<file path="config.mk">
export PLATFORM = sky130hd
export DESIGN_NAME = smrd_top
export DESIGN_NICKNAME = d
export VERILOG_FILES = /design/src/smrd_pkg.sv /design/src/smrd_top.sv /design/src/smrd_regmem.sv
export VERILOG_INCLUDE_DIRS = /design/src
export SDC_FILE = /design/constraint.sdc
export NUM_CORES = 1
export LEC_CHECK = 0
export ABC_AREA = 0
export BUFFER_PORTS_ARGS = -buffer_cell sky130_fd_sc_hd__buf_2
export CORE_MARGIN = 8
export CORE_UTILIZATION = 51
export DETAILED_ROUTE_END_ITERATION = 10
export PLACE_DENSITY_LB_ADDON = 0.08
export REMOVE_ABC_BUFFERS = 1
export SLEW_MARGIN = 10
export SYNTH_ARGS = -nofsm -noshare
export SYNTH_HDL_FRONTEND = slang
export SYNTH_SLANG_ARGS = --single-unit
</file>
<file path="constraint.sdc">
create_clock -name REF_CLK_IN -period 5.6 [get_ports REF_CLK_IN]
set_input_delay 0.28 -clock REF_CLK_IN [delete_from_list [all_inputs] [get_ports REF_CLK_IN]]
set_output_delay 0.28 -clock REF_CLK_IN [all_outputs]
set_load 0.05 [all_outputs]
</file>
<file path="src/smrd_defines.svh">
`ifndef SMRD_DEFINES_SVH
`define SMRD_DEFINES_SVH
// bank address selecting each mode register
`define SMRD_BA_MR1 3'h1
`define SMRD_BA_MR2 3'h2
`define SMRD_BA_MR3 3'h3
// first extended mode register fields
`define SMRD_MR1_AL_LO 3
`define SMRD_MR1_WLVL 7
`define SMRD_MR1_TSTRB 11
`define SMRD_MR1_QOFF 12
`define SMRD_MR1_RTTNOM_A2 2
`define SMRD_MR1_RTTNOM_A6 6
`define SMRD_MR1_RTTNOM_A9 9
// second mode register fields
`define SMRD_MR2_PARTIAL_ARRAY_SELF_REFRESH_LO 0
`define SMRD_MR2_CWL_LO 3
`define SMRD_MR2_SRT 7
`define SMRD_MR2_RTTWR_LO 9
// third mode register fields
`define SMRD_MR3_MPR_LOC_LO 0
`define SMRD_MR3_MPR_EN 2
// reset values
`define SMRD_RST_MR 16'h0000
// cas write latency code 0 means 5 cycles
`define SMRD_CWL_BASE 4'h5
`define SMRD_MEM_DEPTH 4
`endif

</file>
<file path="src/smrd_pkg.sv">
package smrd_pkg;
  typedef enum logic [1:0] {SMRD_AL_OFF, SMRD_AL_CL1, SMRD_AL_CL2, SMRD_AL_RSV} smrd_al_type;
endpackage

</file>
<file path="src/smrd_top.sv">
// Functional notes
// - MRS with BA=1 loads extended register one
// - A12 set disconnects all data outputs
// - strobe enable turns mask pin into termination, but with A12 set termination stays off while the mask still follows strobe enable
// - termination strobe never drives read strobe
// - MRS with BA=2 loads register two
// - partial self-refresh loses data outside range
// - A5..A3 give whole-cycle cas write latency
// - write latency is additive plus cas write
// - read latency is additive plus cas latency
// - A10..A9 select write-time termination
// - write termination applies without nominal termination
// - write leveling disables dynamic termination
// - bit seven doubles self-refresh rate
// - MRS with BA=3 loads register three
// - multi-purpose register off ignores location bits
`timescale 1ns/1ps
`include "smrd_defines.svh"
module smrd_top
  import smrd_pkg::*;
(
  input wire logic REF_CLK_IN,
  input wire logic RSTN_IN,
  input wire logic CS_N_IN,
  input wire logic RAS_N_IN,
  input wire logic CAS_N_IN,
  input wire logic WE_N_IN,
  input wire logic [2:0] BA_IN,
  input wire logic [15:0] ADDR_IN,
  input wire logic [3:0] CAS_LATENCY_IN,
  input wire logic WRITE_ACTIVE_IN,
  input wire logic SELF_REFRESH_IN,
  input wire logic [1:0] RD_IDX_IN,
  output logic [15:0] RD_DATA_OUT,
  output logic OUTPUTS_OFF_OUT,
  output logic STROBE_TERM_EN_OUT,
  output logic WRITE_MASK_EN_OUT,
  output logic STROBE_COMP_USED_OUT,
  output logic READ_STROBE_EN_OUT,
  output logic WRITE_LEVELING_OUT,
  output logic [2:0] PARTIAL_ARRAY_SELF_REFRESH_OUT,
  output logic RETAIN_ALL_OUT,
  output logic [3:0] CAS_WRITE_LATENCY_OUT,
  output logic [4:0] WRITE_LATENCY_OUT,
  output logic [4:0] READ_LATENCY_OUT,
  output logic [1:0] RTT_WR_OUT,
  output logic [2:0] RTT_NOM_OUT,
  output logic [2:0] ACTIVE_RTT_OUT,
  output logic DYN_ODT_EN_OUT,
  output logic SR_RATE_2X_OUT,
  output logic MPR_EN_OUT,
  output logic [1:0] MPR_LOC_OUT
);
  logic rst_s1_q, rst_s2_q;
  logic [8:0] pin_s1_q, pin_s2_q;
  logic [15:0] addr_s1_q, addr_s2_q;
  logic [15:0] mr1_q, mr2_q, mr3_q;
  logic [1:0] mr1_idx;
  wire rst_n = rst_s2_q;

  // reset released through two stages
  always_ff @(posedge REF_CLK_IN or negedge RSTN_IN) begin
    if (!RSTN_IN) begin
      rst_s1_q <= 1'b0;
      rst_s2_q <= 1'b0;
    end else begin
      rst_s1_q <= 1'b1;
      rst_s2_q <= rst_s1_q;
    end
  end

  // command pins are external; synchronise before decoding
  always_ff @(posedge REF_CLK_IN or negedge rst_n) begin
    if (!rst_n) begin
      pin_s1_q <= 9'h1f8;
      pin_s2_q <= 9'h1f8;
      addr_s1_q <= 16'h0000;
      addr_s2_q <= 16'h0000;
    end else begin
      pin_s1_q <= {CS_N_IN, RAS_N_IN, CAS_N_IN, WE_N_IN, 2'h0, BA_IN};
      pin_s2_q <= pin_s1_q;
      addr_s1_q <= ADDR_IN;
      addr_s2_q <= addr_s1_q;
    end
  end

  function automatic logic [4:0] smrd_add_lat(input logic [4:0] al, input logic [3:0] lat);
    smrd_add_lat = al + {1'b0, lat};
  endfunction

  // synchronised pins carry a mode register set aimed at one bank
  function automatic logic smrd_bank_hit(input logic [8:0] pins, input logic [2:0] ba);
    smrd_bank_hit = (pins[8:5] == 4'h0) && (pins[2:0] == ba);
  endfunction

  wire mrs_cmd = (pin_s2_q[8:5] == 4'h0);
  wire mrs_mr1 = smrd_bank_hit(pin_s2_q, `SMRD_BA_MR1);
  wire mrs_mr2 = smrd_bank_hit(pin_s2_q, `SMRD_BA_MR2);
  wire mrs_mr3 = smrd_bank_hit(pin_s2_q, `SMRD_BA_MR3);

  // each register only updates on its own command
  always_ff @(posedge REF_CLK_IN or negedge rst_n) begin
    if (!rst_n) begin
      mr1_q <= `SMRD_RST_MR;
      mr2_q <= `SMRD_RST_MR;
      mr3_q <= `SMRD_RST_MR;
    end else begin
      if (mrs_mr1) mr1_q <= addr_s2_q;
      if (mrs_mr2) mr2_q <= addr_s2_q;
      if (mrs_mr3) mr3_q <= addr_s2_q;
    end
  end

  // readback copy of the programmed words
  assign mr1_idx = pin_s2_q[1:0];
  smrd_regmem u_mem (
    .clk_in(REF_CLK_IN),
    .rst_n_in(rst_n),
    // banks 4..7 would alias words 0..3 and break readback
    .wr_en_in(mrs_cmd && !pin_s2_q[2]),
    .wr_idx_in(mr1_idx),
    .wr_data_in(addr_s2_q),
    .rd_idx_in(RD_IDX_IN),
    .rd_data_out(RD_DATA_OUT)
  );

  wire qoff = mr1_q[`SMRD_MR1_QOFF];
  wire tstrb = mr1_q[`SMRD_MR1_TSTRB];
  wire wlvl = mr1_q[`SMRD_MR1_WLVL];
  wire [1:0] al_code = mr1_q[`SMRD_MR1_AL_LO +: 2];
  wire [2:0] rtt_nom = {mr1_q[`SMRD_MR1_RTTNOM_A9], mr1_q[`SMRD_MR1_RTTNOM_A6],
                        mr1_q[`SMRD_MR1_RTTNOM_A2]};
  wire [3:0] cas_write_latency = `SMRD_CWL_BASE + {1'b0, mr2_q[`SMRD_MR2_CWL_LO +: 3]};
  wire [1:0] rtt_wr = mr2_q[`SMRD_MR2_RTTWR_LO +: 2];
  wire mpr_en = mr3_q[`SMRD_MR3_MPR_EN];
  smrd_al_type al_mode;
  assign al_mode = smrd_al_type'(al_code);
  // additive latency is zero, CL-1 or CL-2; reserved code treated as zero
  wire [4:0] al_cyc = (al_mode == SMRD_AL_CL1) ? {1'b0, CAS_LATENCY_IN} - 5'h01 :
                      (al_mode == SMRD_AL_CL2) ? {1'b0, CAS_LATENCY_IN} - 5'h02 : 5'h00;
  wire dyn_odt = (rtt_wr != 2'h0) && !wlvl;
  wire [2:0] act_rtt = (WRITE_ACTIVE_IN && dyn_odt) ? {1'b0, rtt_wr} : rtt_nom;

  // roles of the shared strobe pins; output disable overrides the strobe
  always_ff @(posedge REF_CLK_IN or negedge rst_n) begin
    if (!rst_n) begin
      OUTPUTS_OFF_OUT <= 1'b0;
      STROBE_TERM_EN_OUT <= 1'b0;
      WRITE_MASK_EN_OUT <= 1'b1;
      STROBE_COMP_USED_OUT <= 1'b0;
      READ_STROBE_EN_OUT <= 1'b1;
      WRITE_LEVELING_OUT <= 1'b0;
    end else begin
      OUTPUTS_OFF_OUT <= qoff;
      STROBE_TERM_EN_OUT <= tstrb && !qoff;
      WRITE_MASK_EN_OUT <= !tstrb;
      STROBE_COMP_USED_OUT <= tstrb;
      READ_STROBE_EN_OUT <= !qoff;
      WRITE_LEVELING_OUT <= wlvl;
    end
  end

  // refresh controls
  always_ff @(posedge REF_CLK_IN or negedge rst_n) begin
    if (!rst_n) begin
      PARTIAL_ARRAY_SELF_REFRESH_OUT <= 3'h0;
      RETAIN_ALL_OUT <= 1'b1;
      SR_RATE_2X_OUT <= 1'b0;
    end else begin
      PARTIAL_ARRAY_SELF_REFRESH_OUT <= mr2_q[`SMRD_MR2_PARTIAL_ARRAY_SELF_REFRESH_LO +: 3];
      // data outside range only at risk inside self-refresh
      RETAIN_ALL_OUT <= !(SELF_REFRESH_IN && (mr2_q[2:0] != 3'h0));
      SR_RATE_2X_OUT <= mr2_q[`SMRD_MR2_SRT];
    end
  end

  // read latency tracks the cas latency input live, write latency only through CL-1 or CL-2 additive latency; no command needed
  always_ff @(posedge REF_CLK_IN or negedge rst_n) begin
    if (!rst_n) begin
      CAS_WRITE_LATENCY_OUT <= `SMRD_CWL_BASE;
      WRITE_LATENCY_OUT <= 5'h00;
      READ_LATENCY_OUT <= 5'h00;
    end else begin
      CAS_WRITE_LATENCY_OUT <= cas_write_latency;
      WRITE_LATENCY_OUT <= smrd_add_lat(al_cyc, cas_write_latency);
      READ_LATENCY_OUT <= smrd_add_lat(al_cyc, CAS_LATENCY_IN);
    end
  end

  // termination; write-time value wins only while a write is active
  always_ff @(posedge REF_CLK_IN or negedge rst_n) begin
    if (!rst_n) begin
      RTT_WR_OUT <= 2'h0;
      RTT_NOM_OUT <= 3'h0;
      ACTIVE_RTT_OUT <= 3'h0;
      DYN_ODT_EN_OUT <= 1'b0;
    end else begin
      RTT_WR_OUT <= rtt_wr;
      RTT_NOM_OUT <= rtt_nom;
      ACTIVE_RTT_OUT <= act_rtt;
      DYN_ODT_EN_OUT <= dyn_odt;
    end
  end

  // location forced to zero so a disabled register shows no stale page
  always_ff @(posedge REF_CLK_IN or negedge rst_n) begin
    if (!rst_n) begin
      MPR_EN_OUT <= 1'b0;
      MPR_LOC_OUT <= 2'h0;
    end else begin
      MPR_EN_OUT <= mpr_en;
      MPR_LOC_OUT <= mpr_en ? mr3_q[`SMRD_MR3_MPR_LOC_LO +: 2] : 2'h0;
    end
  end
endmodule // smrd_top

</file>
<file path="src/smrd_regmem.sv">
`timescale 1ns/1ps
`include "smrd_defines.svh"
module smrd_regmem (
  input wire logic clk_in,
  input wire logic rst_n_in,
  input wire logic wr_en_in,
  input wire logic [1:0] wr_idx_in,
  input wire logic [15:0] wr_data_in,
  input wire logic [1:0] rd_idx_in,
  output logic [15:0] rd_data_out
);
  logic [15:0] mem_q [`SMRD_MEM_DEPTH];
  always_ff @(posedge clk_in or negedge rst_n_in) begin
    if (!rst_n_in) begin
      for (int i = 0; i < `SMRD_MEM_DEPTH; i++) mem_q[i] <= `SMRD_RST_MR;
      rd_data_out <= `SMRD_RST_MR;
    end else begin
      if (wr_en_in) mem_q[wr_idx_in] <= wr_data_in;
      rd_data_out <= mem_q[rd_idx_in];
    end
  end
endmodule // smrd_regmem

</file>
**Word level (Yosys, flattened, before mapping)**

Index checks and enable logic that the tools add are counted.

- Register bits: 196
- Bits of input ports: 33
- Output and inout port bits: 53
- Word-level logic and storage cells: 74

- Add/subtract/negate cells: 5
- $lt $le $gt $ge: 3
- Eq/ne operators: 5
- Muxes and demuxes: 10
- Bitwise operators: 2
- Reductions and logical operators: 17

Operators with widths:

| cell | number |
|---|---|
| 64-bit bitwise mux | 1 |
| 16-bit two-way mux | 3 |
| 16-bit binary-select mux with 2-bit select | 1 |
| 16-bit demux with 2-bit select | 1 |
| 5-bit by 4-bit adder with 5-bit output | 2 |
| 5-bit two-way mux | 2 |
| 1-bit logical AND | 9 |
| 3-bit by 2-bit equality test with 1-bit output, second input constant | 2 |
| 3-bit >= comparator, second input constant | 2 |
| 2-bit inverter with 3-bit output | 2 |
| 1-bit logical NOT | 5 |
| 4-bit by 1-bit subtractor with 5-bit output, second input constant | 1 |
| 4-bit by 2-bit subtractor with 5-bit output, second input constant | 1 |
| 3-bit by 3-bit adder with 4-bit output, first input constant | 1 |
| 4-bit logical NOT | 1 |
| 3-bit by 1-bit equality test with 1-bit output, second input constant | 1 |
| 3-bit by 1-bit < comparator with 1-bit output, second input constant | 1 |
| 3-bit two-way mux | 1 |
| 3-bit nonzero test | 1 |
| 2-bit by 1-bit equality test with 1-bit output, second input constant | 1 |
| 2-bit equality test, second input constant | 1 |
| 2-bit two-way mux | 1 |
| 2-bit nonzero test | 1 |

**Depth between registers and ports, before layout**

Gate-level depths: netlist of the first run.

- Word-level depth: 6
- Mapped depth: 9
- Depth with buffers taken out: 9

**Cells and area by module**

A second synthesis of the first run with hierarchy kept.

- Cell total of the unflattened synthesis: 372
- Area, all modules: 6725.2 um^2

Modules (own cells, without submodules):

| module | times used | cells each | area each (um^2) |
|---|---|---|---|
| smrd_top | 1 | 200 | 3532.1 |
| smrd_regmem | 1 | 172 | 3193.1 |

**Worst setup path before layout of the first run**

OpenSTA, ideal clock, no wires.

- Path kind: reg-to-reg
- Start: reg pin_s2_q[5]
- End: reg mr3_q[0]
- Arrival: 1.813 ns
- Required time: 5.475 ns
- Setup slack: 3.663 ns
- Stages on the path, launching flop included: 5
- Period minus slack after synthesis: 1.937 ns
- Cells stage by stage: dfstp_2 > or4_4 > nor3_4 > buf_6 > mux2_2

- Word-level cells in the longest chain between the ends: 2

Ends and longest elaborated chain:

| what | line | source |
|---|---|---|
| start, declared | smrd_top.sv:55 | `logic [8:0] pin_s1_q, pin_s2_q;` |
| start signal, assigned | smrd_top.sv:81 | `pin_s2_q <= pin_s1_q;` |
| 4-bit logical NOT | smrd_top.sv:93 | `smrd_bank_hit = (pins[8:5] == 4'h0) && (pins[2:0] == ba);` |
| 1-bit logical AND | smrd_top.sv:93 |  |
| end signal, assigned | smrd_top.sv:106 | `` mr3_q <= `SMRD_RST_MR; `` |
| end signal, assigned | smrd_top.sv:110 | `if (mrs_mr3) mr3_q <= addr_s2_q;` |
| end, declared | smrd_top.sv:57 | `logic [15:0] mr1_q, mr2_q, mr3_q;` |

Every way passes these cells.
A chain may end at the register's enable or synchronous reset.

**Final worst setup path of the first run**

- Start: reg pin_s2_q[5]
- End: reg u_mem.mem_q[6] (netlist bit)

- Word-level cells in the longest chain between the ends: 2

Ends and longest elaborated chain:

| what | line | source |
|---|---|---|
| 4-bit logical NOT | smrd_top.sv:96 | `wire mrs_cmd = (pin_s2_q[8:5] == 4'h0);` |
| 1-bit logical AND | smrd_top.sv:120 | `.wr_en_in(mrs_cmd && !pin_s2_q[2]),` |
| end signal, assigned by index | smrd_regmem.sv:18 | `if (wr_en_in) mem_q[wr_idx_in] <= wr_data_in;` |
| end, declared | smrd_regmem.sv:12 | `` logic [15:0] mem_q [`SMRD_MEM_DEPTH]; `` |

Every way passes these cells.

==> results.md, run 1 <==
- CP Capture Type: flip-flop
- Clk sink count: 185
- Static Leak: 4.077 nW
- Syn avg cell area: 15.89 sq um
- GRT Max-Usage Layer: met2
- Total of max-cap violations: 0
- GR Util met1: 0.1991
- Ys async rst share: 1.000
- FF-to-FF path depth: 3
- Critical Path Start Type: flip-flop
- Setup TNS Final: 0 ns
- Die footprint: 16860 sq um
- Grt met2 use: 0.2371
- Worst EP required: 5.90 ns
- Largest stage delay, worst path: 0.91 ns
- Critical-path cell list: or4_4, nor3_4, mux2_2
- Final Skew: 0.006224 ns
- Initial Utilization: 0.5237
- Post-synthesis cell type count: 29
- EDFF count, synth: 0
- Worst R2R Setup Slack: 3.20 ns
- Detailed Route WL: 11700 microns
- CP Data Arrival Time: 2.70 ns
- Port Buffer Count: 85
- Iter 0 DRT Violations: 165
- Critical-path maximum fanout: 19
- Initial antenna violation count: 0
- Antenna diodes: 0
- Htree depth: 4
- Switching power total: 0.9126 mW
- Count leader, synth: dfrtp_1
- Ports: 86
- Seq/Total Area, Yosys: 0.7030
- # DRC: 0
- Core box area: 12620 sq um
- Layout area overhead: 21.13%
- Post-Synthesis Cells: 416
- Syn Std Cell Area: 6609 sq um
- CTS clk-pin slew, worst paths: 0.06 ns
- Final Max Slew Viols: 0
- Top FF cell, synth: dfrtp_1
- Ys Warns: 0
- Final min period: 2.395 ns
- WL/cell: 16.28 microns
- Reg-to-reg endpoint: u_mem.mem_q[6]
- Vias per inst: 4.928
- RePlAce Congestion: 0.7583
- Skew-Pair Late Insertion Delay: 0.42 ns
- PwrDens: 405.9 nW/um^2
- First-pass iteration count of the detailed router: 4
- CP Capture Point: u_mem.mem_q[6]
- Peak VDD IR: 0.2535 mV
- Worst path slowest cell: nor3_4
- RSZ-0062 raised after global routing: false
- Fin. Hold Viols: 0
- Worst-Margin Slew: 1.141 ns
- Fillers: 1001
- Critical path startpoint: pin_s2_q[5]
- Vias in the first global route: 3837
- CTS buffer count: 17
- Synth area leader: dfrtp_1
- First-pass GRT wire length: 19510 microns
- Max_slew headroom: 0.2364
- Setup-failing EPs final: 0
- Total gr overflow: 0
- DPL Wire Length: 7410 microns
- Seq pwr share: 0.487
- Clock buffer depth: 2
- Logic pwr share: 0.168
- Switching Fraction: 0.2808
- Via count: 3543
- Int Pwr: 2.337 mW
- Levels on crit path: 3
- Nets@finish: 581
- Outcome: finished clean
- Total GRT Usage: 0.1525
- Total power: 3.249 mW
- Clock power frac: 0.345
- Share of the synthesized area in the top cell type: 0.6513
- CTS tree: built
- Crit Path Class: flip-flop to flip-flop
- Top post-synthesis cells by area: dfrtp_1, mux2_2, mux4_2, dfstp_2, nand2_1
- Root Driver: clkbuf_16
- Layout cell share with drive strength beyond 1: 0.3803
- Rows: 41
- M3 GR Usage: 0.04039
- Peak Freq: 0.4175 GHz
- Hold Path Cell Cnt: 2
- Commonest cells in the netlist: dfrtp_1, nand2_1, mux2_2
- Crit Reg-Reg Startpoint: pin_s2_q[5]
- Maximum number of pins on one net before global-route repair: 119
- Yosys reg bits: 185
- Crit path buffers/inverters: 0
- Crit path max-delay family: simple AND/OR/NAND/NOR gates
- Antenna viol nets, final: 0
- Hold Path Class: primary input to flip-flop
- Final Cycle Share: 0.4278
- Die Y: 129.8 microns
- Chip width: 129.8 microns
-- layer usage --
metal  wire length [microns]  vias up
met3                     622       15
li1                        -     1643
met1                    5207     1801
met2                    5662       84
met4                     210        0
met5                       0        -
-- worst reg2reg max path: stages, from the launching register on --
cell and delay [ns]:
dfstp_2 0.36, or4_4 0.58, nor3_4 0.91, mux2_2 0.44
-- state kept, by name, summed over array words and instances (netlist names), 2 cells and up --
register                        flops
PARTIAL_ARRAY_SELF_REFRESH_OUT      3
WRITE_LATENCY_OUT                   5
MPR_LOC_OUT                         2
READ_LATENCY_OUT                    5
pin_s2_q                            7
mr3_q                               3
addr_s1_q                          16
addr_s2_q                          16
RTT_WR_OUT                          2
RTT_NOM_OUT                         3
pin_s1_q                            7
mr2_q                               9
u_mem.mem_q                        64
ACTIVE_RTT_OUT                      3
u_mem.rd_data_out                  16
CAS_WRITE_LATENCY_OUT               4
mr1_q                               8
-- placed cells by master (no fill, tap or decap), drive strengths merged, types with 2 or more instances in the layout --
cell type	n
nor3	2
o22ai	4
mux2	61
a21oi	4
mux4	16
and2	3
dlygate4sd3	25
xor2	3
dfstp	13
dfrtp	172
fa	2
ha	12
inv	15
nor2	4
clkinv	7
buf	87
clkbuf	24
nand2	70
xnor2	7
a21o	5
nand2b	3
-- area by class of cell --
type                            instances  area (sq um)  share of cell area
Clock inverter                          8         68.82            0.008596
Timing Repair Buffer                  112         703.2             0.08784
Sequential cell                       185          4649              0.5808
Clock buffer                           24         491.7             0.06143
Multi-Input combinational cell        203          1821              0.2274
Inverter                               15         56.30            0.007033
Tap cell                              172         215.2             0.02688
-- what timing repair did --
action	in CTS	in global routing
hold endpoints to repair	26	0
hold buffers	25	0
buffers inserted	0	0
resized for setup	0	0
-- kinds of logic (layout without fill, tap and decap cells) --
logic type      count (synthesis)  in the layout  share of synthesized area
compound gates                 15             15                    0.01439
xor+xnor                       10             10                    0.01325
fa+ha+maj                      14             14                    0.02878
buf+inv                        28            159                    0.02158
flops                         185            185                     0.7030
mux                            78             78                     0.1600
other cells                     1              1                  0.0005674
simple gates                   85             85                    0.05850
-- metrics by stage --
stage	hold WS (ns)	std cells	utilization	setup WS, ns	instance area (sq um)
2_1_floorplan	-0.01559	403	-	0.08593	6523
5_1_grt	0.1289	719	0.6343	3.104	8005
3_5_place_dp	0.06590	662	0.5701	3.193	7194
6_report	0.1280	719	0.6343	3.205	8005
4_1_cts	0.1088	719	0.6343	3.184	8005
3_3_place_gp	0.06452	662	0.5701	3.220	7194
-- power groups by stage --
stage               sequential, mW  combinational, mW  clock [mW]
floorplan                     1.84              0.163           0
global placement              1.60              0.534           0
detailed placement            1.61              0.541           0
CTS                           1.58              0.556        1.15
global route                  1.60              0.587        1.20
finish                        1.58              0.547        1.12
-- worst min-delay path by stage --
| stage | slack, ns | to | from |
|---|---|---|---|
| floorplan | -0.02 | rst_n | RSTN_IN |
| global placement | 0.06 | rst_s1_q | RSTN_IN |
| detailed placement | 0.07 | rst_s1_q | RSTN_IN |
| CTS | 0.11 | READ_LATENCY_OUT[0] | CAS_LATENCY_IN[0] |
| global route | 0.13 | READ_LATENCY_OUT[0] | CAS_LATENCY_IN[0] |
| finish | 0.13 | READ_LATENCY_OUT[0] | CAS_LATENCY_IN[0] |
No activity file was read; power rests on OpenSTA's default activity.
==> inputs of run 2 (changes only) <==
CORE_UTILIZATION = 57   (was 51)
clock period = 2.3 ns   (was 5.6 ns; I/O delays follow)
==> run 2 against run 1 <==
Combinational power grew 150%. Flip-flop and latch count did not move. Worst hold slack got worse by 0.064 ns. First-iteration DRC count increased by 23%. Largest cell class unchanged. Largest power group unchanged. Highest routed layer unchanged.
==> results.md, run 2 (synthesis results as in run 1) <==
- Vias per inst: 5.160
- Chip width: 123.7 microns
- Htree depth: 4
- Crit Path Class: flip-flop to flip-flop
- Clk sink count: 185
- Rows: 39
- Hold Path Class: primary input to flip-flop
- Final min period: 2.005 ns
- Die Y: 123.7 microns
- Final Max Slew Viols: 0
- RSZ-0062 raised after global routing: false
- WL/cell: 16.77 microns
- Core box area: 11370 sq um
- Critical Path Start Type: flip-flop
- CP Capture Point: READ_LATENCY_OUT[4]
- Antenna diodes: 0
- Hold Path Cell Cnt: 3
- Die footprint: 15300 sq um
- Maximum number of pins on one net before global-route repair: 76
- DPL Wire Length: 7224 microns
- Fin. Hold Viols: 0
- Final Cycle Share: 0.8717
- RePlAce Congestion: 0.7592
- Outcome: finished clean
- Placed Instances: 640
- Crit Reg-Reg Startpoint: mr1_q[3]
- Area of the multi-input gates: 1821 sq um
- Worst-Margin Slew: 0.6015 ns
- FF-to-FF path depth: 9
- Total GRT Usage: 0.1670
- Worst EP required: 2.60 ns
- Iter 0 DRT Violations: 203
- Final core occ: 0.7109
- Initial antenna violation count: 0
- Nets@finish: 590
- Final Skew: 0.005682 ns
- # DRC: 0
- CP Capture Type: flip-flop
- Critical path startpoint: mr1_q[3]
- Total gr overflow: 0
- Skew-Pair Late Insertion Delay: 0.42 ns
- Static Leak: 4.125 nW
- Peak VDD IR: 0.6210 mV
- Critical-path maximum fanout: 5
- Largest register FFs: 64
- PwrDens: 990.4 nW/um^2
- Peak Freq: 0.4988 GHz
- Vias in the first global route: 3940
- Fillers: 753
- First-pass iteration count of the detailed router: 4
- Layout cell share with drive strength beyond 1: 0.3831
- Biggest register: u_mem.mem_q
- CTS buffer count: 17
- Clock buffer depth: 2
- Max_slew headroom: 0.5990
- Commonest non-fill, non-tap cell in the layout: dfrtp_1
- Ports: 86
- CTS tree: built
- Root Driver: clkbuf_16
- Layout Cells excl Fill: 699
- Port Buffer Count: 85
- FF+latch area: 4649 sq um
- Initial Utilization: 0.5813
- Antenna viol nets, final: 0
- CTS clk-pin slew, worst paths: 0.06 ns
- Reg-to-reg endpoint: READ_LATENCY_OUT[4]
- CP Data Arrival Time: 2.30 ns
- Layout area overhead: 22.30%
- Setup-failing EPs final: 0
- Via count: 3607
- Worst R2R Setup Slack: 0.30 ns
- Commonest cells after routing, fill and taps aside: dfrtp_1, buf_2, nand2_1
- Detailed Route WL: 11720 microns
- First-pass GRT wire length: 19260 microns
- Total of max-cap violations: 0
[run 2: changes by cell type in the layout (fill, tap and decap cells not counted), moves of 2 or more]
cell and change:
clkbuf_1 +2, buf_4 +5, dlygate4sd3_1 +2, buf_12 +2
clkinv_2 -3
[run 2: worst min path at each step]
stage          slack (ns)                 to       startpoint
2_1_floorplan       -0.18              rst_n          RSTN_IN
3_3_place_gp        -0.10           rst_s1_q          RSTN_IN
3_5_place_dp         -0.1           rst_s1_q          RSTN_IN
4_1_cts              0.05  ACTIVE_RTT_OUT[2]  WRITE_ACTIVE_IN
5_1_grt              0.07  ACTIVE_RTT_OUT[2]  WRITE_ACTIVE_IN
6_report             0.06  ACTIVE_RTT_OUT[2]  WRITE_ACTIVE_IN
[run 2: layer usage]
metal	share of wire	vias up	GRT usage
met5	0	-	0
met3	0.053	19	0.04533
met1	0.43	1846	0.2121
met4	0.019	0	0.07600
met2	0.50	90	0.2649
li1	-	1652	-
[run 2: final cells by class]
| class | count | area share |
|---|---|---|
| Clock buffer | 25 | 0.06006 |
| Sequential cell | 185 | 0.5752 |
| Inverter | 15 | 0.006966 |
| Clock inverter | 7 | 0.01130 |
| Tap cell | 143 | 0.02214 |
| Multi-Input combinational cell | 203 | 0.2252 |
| Timing Repair Buffer | 121 | 0.09907 |
[run 2: worst max-delay path, cell delays in order, from the launching register on]
cell and delay, ns:
dfrtp_1 0.39, nand2b_1 0.21, mux2i_1 0.21, ha_1 0.22, inv_1 0.06, fa_1 0.40
inv_1 0.08, a21o_1 0.11, a21oi_1 0.07, xor2_1 0.14
[run 2: timing repair]
action | 4_1_cts | 5_1_grt
buffers inserted | 0 | 0
resized for setup | 0 | 0
hold endpoints to repair | 27 | 0
hold buffers | 27 | 0
[run 2: per-stage QoR]
step	TNS [ns]	worst slack, ns	area (sq um)	total power, mW	hold WS (ns)
floorplan	-569.18	-3.214	6523	4.868	-0.1806
global route	0	0.1828	8083	8.364	0.06922
global placement	0	0.3696	7236	5.203	-0.1009
CTS	0	0.2851	8083	8.105	0.05357
finish	0	0.2952	8083	8.005	0.06401
detailed placement	0	0.2950	7236	5.235	-0.09649
[run 2: power breakdown]
part	leakage, nW	switching, mW	internal [mW]
combinational	1.49	0.912	0.448
sequential	2.35	0.183	3.66
clock	0.282	1.12	1.69
